File: src/core/ltsd_pkg.sv
`default_nettype none
package ltsd_pkg;
  // Register indices; byte address is four times the index
  localparam logic [7:0] IDX_DAY = 8'h1c;
  localparam logic [7:0] IDX_MONTH = 8'h1d;
  localparam logic [7:0] IDX_CTRL = 8'h20;
  localparam int ADDR_W = 10;
  localparam logic [ADDR_W-1:0] ADDR_DAY = {IDX_DAY, 2'b00};
  localparam logic [ADDR_W-1:0] ADDR_MONTH = {IDX_MONTH, 2'b00};
  localparam logic [ADDR_W-1:0] ADDR_CTRL = {IDX_CTRL, 2'b00};
  // Control register bits
  localparam int CTRL_EN_BIT = 0;
  localparam int CTRL_LAST_BIT = 1;
  localparam int CTRL_CLR_BIT = 2;
  localparam int CTRL_DONE_BIT = 3;
  // Field widths, stamp reset value and unmapped read data
  localparam int DAY_W = 6;
  localparam int MONTH_W = 5;
  localparam logic [7:0] STAMP_RST = 8'h00;
  localparam logic [31:0] UNMAPPED_DATA = 32'h0000_0000;
endpackage
`default_nettype wire

File: src/core/ltsd_top.sv
`default_nettype none
module ltsd_top (
  input wire logic clk_i,
  input wire logic rst_i,
  input wire logic cyc_i,
  input wire logic stb_i,
  input wire logic we_i,
  input wire logic [ltsd_pkg::ADDR_W-1:0] adr_i,
  input wire logic [3:0] sel_i,
  input wire logic [31:0] dat_i,
  output logic [31:0] dat_o,
  output logic ack_o,
  input wire logic cold_event_i,
  input wire logic [ltsd_pkg::DAY_W-1:0] cal_day_i,
  input wire logic [ltsd_pkg::MONTH_W-1:0] cal_month_i
);
  typedef struct packed {
    logic ack;
    logic [31:0] rdata;
    logic enable;
    logic last_sel;
    logic clear;
  } ltsd_state_t;

  ltsd_state_t s_q;
  ltsd_state_t s_d;
  logic [ltsd_pkg::DAY_W-1:0] day_stamp;
  logic [ltsd_pkg::MONTH_W-1:0] month_stamp;
  logic day_taken;
  logic req;
  logic [31:0] ctrl_word;

  // =====================================================
  // Capture slices
  ltsd_capture #(.W(ltsd_pkg::DAY_W)) u_day (
    .clk_i(clk_i),
    .rst_i(rst_i),
    .event_i(cold_event_i),
    .enable_i(s_q.enable),
    .last_sel_i(s_q.last_sel),
    .clear_i(s_q.clear),
    .value_i(cal_day_i),
    .stamp_o(day_stamp),
    .taken_o(day_taken)
  );

  ltsd_capture #(.W(ltsd_pkg::MONTH_W)) u_month (
    .clk_i(clk_i),
    .rst_i(rst_i),
    .event_i(cold_event_i),
    .enable_i(s_q.enable),
    .last_sel_i(s_q.last_sel),
    .clear_i(s_q.clear),
    .value_i(cal_month_i),
    .stamp_o(month_stamp),
    .taken_o()
  );

  // =====================================================
  // Wishbone slave
  assign req = cyc_i && stb_i && !s_q.ack;

  always_comb begin
    ctrl_word = '0;
    ctrl_word[ltsd_pkg::CTRL_EN_BIT] = s_q.enable;
    ctrl_word[ltsd_pkg::CTRL_LAST_BIT] = s_q.last_sel;
    ctrl_word[ltsd_pkg::CTRL_DONE_BIT] = day_taken;
  end

  always_comb begin
    s_d = s_q;
    s_d.ack = req;
    s_d.clear = 1'b0;
    if (req && !we_i) begin
      case (adr_i)
        ltsd_pkg::ADDR_DAY: s_d.rdata = {26'h0, day_stamp};
        ltsd_pkg::ADDR_MONTH: s_d.rdata = {27'h0, month_stamp};
        ltsd_pkg::ADDR_CTRL: s_d.rdata = ctrl_word;
        default: s_d.rdata = ltsd_pkg::UNMAPPED_DATA;
      endcase
    end
    // Stamp addresses ignore write data; the write is still acked
    if (req && we_i && adr_i == ltsd_pkg::ADDR_CTRL && sel_i[0]) begin
      s_d.enable = dat_i[ltsd_pkg::CTRL_EN_BIT];
      s_d.last_sel = dat_i[ltsd_pkg::CTRL_LAST_BIT];
      s_d.clear = dat_i[ltsd_pkg::CTRL_CLR_BIT];
    end
  end

  always_ff @(posedge clk_i) begin
    if (rst_i) begin
      s_q <= '0;
    end else begin
      s_q <= s_d;
    end
  end

  assign ack_o = s_q.ack;
  assign dat_o = s_q.rdata;
endmodule
`default_nettype wire

File: src/core/ltsd_capture.sv
`default_nettype none
// Holds one stamped calendar field with first/last selection
module ltsd_capture #(
  parameter int W = 6
) (
  input wire logic clk_i,
  input wire logic rst_i,
  input wire logic event_i,
  input wire logic enable_i,
  input wire logic last_sel_i,
  input wire logic clear_i,
  input wire logic [W-1:0] value_i,
  output logic [W-1:0] stamp_o,
  output logic taken_o
);
  typedef struct packed {
    logic [W-1:0] stamp;
    logic taken;
  } ltsd_cap_t;

  ltsd_cap_t s_q;
  ltsd_cap_t s_d;

  always_comb begin
    s_d = s_q;
    if (clear_i) begin
      s_d.stamp = '0;
      s_d.taken = 1'b0;
    end else if (event_i && enable_i && (last_sel_i || !s_q.taken)) begin
      s_d.stamp = value_i;
      s_d.taken = 1'b1;
    end
  end

  always_ff @(posedge clk_i) begin
    if (rst_i) begin
      s_q <= '0;
    end else begin
      s_q <= s_d;
    end
  end

  assign stamp_o = s_q.stamp;
  assign taken_o = s_q.taken;
endmodule
`default_nettype wire

File: config.mk
export PLATFORM = sky130hd
export DESIGN_NAME = ltsd_top
export DESIGN_NICKNAME = d
export VERILOG_FILES = /design/src/core/ltsd_pkg.sv /design/src/core/ltsd_top.sv /design/src/core/ltsd_capture.sv
export SDC_FILE = /design/constraint.sdc
export NUM_CORES = 1
export LEC_CHECK = 0
export ABC_CLOCK_PERIOD_IN_PS = 1600
export BUFFER_PORTS_ARGS = -buffer_cell sky130_fd_sc_hd__buf_2
export CAP_MARGIN = 0
export CORE_MARGIN = 1
export CORE_UTILIZATION = 35
export CTS_CLUSTER_SIZE = 10
export DETAILED_ROUTE_END_ITERATION = 12
export PLACE_DENSITY = 0.73
export SKIP_CTS_REPAIR_TIMING = 1
export SYNTH_ARGS = -nofsm -noshare
export SYNTH_HDL_FRONTEND = slang
export SYNTH_SLANG_ARGS = --single-unit
File: constraint.sdc
create_clock -name clk_i -period 1.6 [get_ports clk_i]
set_clock_uncertainty 0.2 [all_clocks]
set_input_delay 0.4 -clock clk_i [delete_from_list [all_inputs] [get_ports clk_i]]
set_output_delay 0.4 -clock clk_i [all_outputs]
set_load 0.02 [all_outputs]
==> impl_metrics.toml, run 1 <==
[timing]
hold_viol = 0
worst_hold_slack_ns = 0.108
finalSetupTns_ns = 0
min_period_ns = 1.50
timing.final.crit_share = 0.939
rsz0062_at_grt = "false"
maxSlewViolCount = 0
finalSetupViolCount = 0
max_freq_ghz = 0.666
fin_ws_ns = 0.0978

[synth]
synthTopCellsByCount = "buf_4, dfxtp_1, nor2_1"
synth_area_sq_mm = 0.00121
yosysWarnings = 0
synth_flop_cell = "dfxtp_1"
ys_types = 29
synth_edf_count = 0
avgSynthCellArea_sq_um = 9.48
synth.largest_area_cell = "dfxtp_1"
synth_top_area_frac = 0.379
syn_inst = 128
yosys.cell_count.top_type = "buf_4"
synth.area.top_cells = "dfxtp_1, buf_4, mux2i_1, nor2_1, nand4bb_4"
synth-seq-cells = 23
yosysSeqAreaShare = 0.379
synthArstFlopShare = 0

[worst_setup_path]
crit_family = "simple AND/OR/NAND/NOR gates"
cp_data_required_time_ns = 1.66
path_class = "input pin to flop"
crit_path_start_kind = "input pin"
path_max_fanout = 4
slowest_stage = "or4b_4"
path_cells = "buf_2 -> or4b_4 -> o32ai_1 -> a22oi_1 -> nor2_1"
cp.buffers_inverters = 1
critPathCaptureType = "flop"
slowest_delay_ns = 0.58
crit_arrival_ns = 1.56

[final_layout]
layoutNonFillerInstCount = 216
diodes = 0
num-fill-cells = 354
regArea_sq_um = 460
fin_nets = 234
multi_input_area_sq_um = 638
drive_above_1_share = 0.347
area_growth_pct = 16.8

[drt]
drt_wl_total_microns = 2320
drcViolationCount = 0
vias = 927
ant_nets = 0
firstDrtPassIters = 5
wl_per_cell_microns = 10.7
initialDrtViolationCount = 17
via_per_inst = 4.29

[global_routing]
grt_pass1_vias = 797
grt-ovfl-total = 0
grt_pass1_wl_microns = 3550
grt_max_degree = 14
antenna_found_initial = 0
track_usage = 0.135

[die]
die_w_microns = 60.9
num_rows = 21
die_h_microns = 60.9
ios = 96
start_util = 0.364
dieArea_sq_mm = 0.00371
core_sq_mm = 0.00334

[cts]
clkTransAtPathRegs_ns = 0.13
numCtsBuffers = 3
clockBufferDepth = 2
clk_latency_ns = 0.32
clkSinkCount = 23
htreeDepth = 1
cts_tree = "built"
cts-root-buf = "clkbuf_4"

[run]
maxCapViolCount = 0

[pwr]
peakVddDrop_uv = 296
pwr_density_cell_mw_per_mm2 = 696
power_uw = 986
leakage_uw = 0.000593

[placement]
portBuffers = 37
dp_slack_ns = -0.268
place_congestion = 0.754
dp_cells = 212
hpwl_microns = 1840

[outcome]
status = "finished clean"

[worst_hold_path]
hold_class = "input pin to flop"
==> routing by layer <==
metal,wire length [microns],up-vias,global-route usage
li1,-,474,-
met1,1080,415,0.179
met2,1080,33,0.206
met3,109,5,0.0235
met4,45,0,0.0779
met5,0,-,0
==> power by group <==
part           internal [uW]  total [uW]  switching, uW
Sequential               574         574          0.784
Clock                   93.6         271            177
Combinational           44.3         141           96.6
==> worst reg2reg max path: stages (launching register included) <==
cell and delay [ns]:
dfxtp_1 0.35, nand3b_1 0.19, nor2_1 0.15, buf_4 0.15
nand3_2 0.08, nor3b_2 0.16
==> final cells by class <==
class | instances | area share
Timing Repair Buffer | 42 | 0.157
Clock buffer | 3 | 0.0159
Multi-Input combinational cell | 98 | 0.450
Tap cell | 46 | 0.0406
Clock inverter | 1 | 0.00353
Sequential cell | 23 | 0.325
Inverter | 3 | 0.00794
==> cell families after synthesis <==
group,count (synthesis),synth area share
other,1,0.00309
AO/OA/AOI/OAI,17,0.104
AND/OR/NAND/NOR,39,0.195
flip-flops,23,0.379
multiplexers,16,0.132
buffers and inverters,32,0.187
==> registers in the layout, indices dropped and copies added, names as in the netlist <==
| signal | flops |
|---|---|
| ack_o | 1 |
| ctrl_word | 2 |
| dat_o | 6 |
| s_q | 1 |
| u_day.stamp_o | 6 |
| u_day.taken_o | 1 |
| u_month.stamp_o | 5 |
| u_month.taken_o | 1 |
==> cells in the final DEF (no fill, tap or decap), types with 3 or more instances in the layout <==
cell | netlist | layout
buf_4 | 26 | 5
a22oi_1 | 3 | 3
inv_1 | 3 | 3
nor2_1 | 20 | 20
mux2i_1 | 16 | 16
clkbuf_4 | 0 | 3
buf_2 | 1 | 37
nand2_1 | 4 | 4
a21oi_1 | 5 | 5
conb_1 | 1 | 26
dfxtp_1 | 23 | 23
==> stage by stage <==
step	cell area (sq um)	utilization
2_1_floorplan	1320	-
4_1_cts	1410	0.421
3_5_place_dp	1380	0.413
6_report	1420	0.425
5_1_grt	1420	0.425
3_3_place_gp	1380	0.413
==> final timing paths <==
kind	from	to	slack, ns	depth (start not counted)
worst max-delay path	adr_i[5]	dat_o[1]	0.1	5
worst min-delay path	cal_day_i[5]	u_day.stamp_o[5]	0.11	3
worst max register to register	ack_o	s_q[0]	0.26	5
worst min register to register	dat_o[5]	dat_o[5]	0.27	2
(Power assumes the default switching activity.)
==> run 2: changes to the inputs <==
--- a/config.mk
+++ b/config.mk
@@ -6,7 +6,7 @@
 export NUM_CORES = 1
 export LEC_CHECK = 0
 export ABC_CLOCK_PERIOD_IN_PS = 1600
-export BUFFER_PORTS_ARGS = -buffer_cell sky130_fd_sc_hd__buf_2
+export BUFFER_PORTS_ARGS = -buffer_cell sky130_fd_sc_hd__buf_4
 export CAP_MARGIN = 0
 export CORE_MARGIN = 1
 export CORE_UTILIZATION = 35
==> impl_metrics.toml, run 2 (synthesized netlist as in run 1, its figures left out) <==
[cts]
clkSinkCount = 23
clockBufferDepth = 2
numCtsBuffers = 3
cts-root-buf = "clkbuf_4"
htreeDepth = 1
cts_tree = "built"
clkTransAtPathRegs_ns = 0.12
clk_latency_ns = 0.30

[drt]
met3WireLength_microns = 103
dr_wl_met2_microns = 1150
highest_layer = "met4"
vias = 948
drt_wl_total_microns = 2370
wl_per_cell_microns = 11.0
firstDrtPassIters = 6
ant_nets = 0
drcViolationCount = 0
initialDrtViolationCount = 10
wl_met1_microns = 1110
via_per_inst = 4.39

[worst_setup_path]
rrSetupSlack_ns = 0.26
crit_arrival_ns = 1.58
cp_data_required_time_ns = 1.65
slowest_stage = "or4b_4"
slowest_delay_ns = 0.58
critPathCaptureType = "flop"
path_cells = "buf_4 -> or4b_4 -> o32ai_1 -> a22oi_1 -> nor2_1"
crit_path_start_kind = "input pin"
path_class = "input pin to flop"
cp.buffers_inverters = 1
crit_family = "simple AND/OR/NAND/NOR gates"
path_max_fanout = 4

[global_routing]
grt_pass1_wl_microns = 3550
grt_pass1_vias = 772
grt-ovfl-total = 0
grt_max_degree = 14
antenna_found_initial = 0
track_usage = 0.130

[final_layout]
layoutNonFillerInstCount = 216
final_common_cell = "buf_4"
fin_nets = 234
multi_input_area_sq_um = 644
num-fill-cells = 352
area_growth_pct = 24.8
diodes = 0
final_cell_mix = "buf_4, conb_1, dfxtp_1, nor2_1, mux2i_1"
regArea_sq_um = 460
drive_above_1_share = 0.341
fin_area_sq_mm = 0.00152

[pwr]
pwr_density_cell_mw_per_mm2 = 659
peakVddDrop_uv = 363
leakage_uw = 0.000623

[timing]
finalSetupTns_ns = 0
maxSlewViolCount = 0
hold_viol = 0
rsz0062_at_grt = "false"
fin_ws_ns = 0.0643
finalSetupViolCount = 0
timing.final.crit_share = 0.960
min_period_ns = 1.54
max_freq_ghz = 0.651

[placement]
place_congestion = 0.715
hpwl_microns = 1870
dp_slack_ns = -0.288
dp_cells = 212
portBuffers = 37
postPlaceCellArea_sq_mm = 0.00147

[worst_hold_path]
hold_class = "input pin to flop"

[die]
die_w_microns = 60.9
ios = 96
die_h_microns = 60.9
start_util = 0.364
dieArea_sq_mm = 0.00371
num_rows = 21
core_sq_mm = 0.00334

[run]
maxCapViolCount = 0

[outcome]
status = "finished clean"
==> run 2: cell types whose count changed in the layout (fill, tap and decap cells not counted), sizes merged <==
cell    previous run  this run
clkbuf             3         4
clkinv             1         0
==> run 2: tightest hold or removal path, cell delays in order <==
cell     delay, ns
buf_4         0.08
mux2i_1       0.05
nor2_1        0.07
==> run 2: worst paths after layout <==
path                startpoint               end  cells after the start
setup / recovery      adr_i[5]          dat_o[3]                      5
hold / removal    cal_day_i[4]  u_day.stamp_o[4]                      3
setup reg to reg  ctrl_word[0]  u_day.stamp_o[0]                      5
hold reg to reg       dat_o[5]          dat_o[5]                      2
==> run 2: final cells by class <==
class                           instances  area share
Inverter                                3     0.00743
Clock buffer                            4      0.0173
Tap cell                               46      0.0380
Multi-Input combinational cell         98       0.425
Timing Repair Buffer                   42       0.208
Sequential cell                        23       0.304
==> run 2: through the flow <==
stage                     hold slack [ns]  utilization  power [uW]
after detailed placement            0.252        0.441         749
after global placement              0.253        0.441         748
after CTS                           0.117        0.448        1010
final                               0.123        0.454         999
after global routing                0.119        0.454        1040
after floorplan                     0.255            -         725
==> run 2: power by group <==
group / internal (uW) / leakage, uW / switching [uW]
Clock: 97.1 / 0.0000150 / 163
Combinational: 65.3 / 0.000423 / 98.5
Sequential: 573 / 0.000185 / 0.736
Total: 736 / 0.000623 / 263
==> run 2: layer usage <==
layer,vias up,GRT usage
li1,477,-
met1,439,0.180
met2,30,0.204
met3,2,0.0213
met4,0,0.0487
met5,-,0
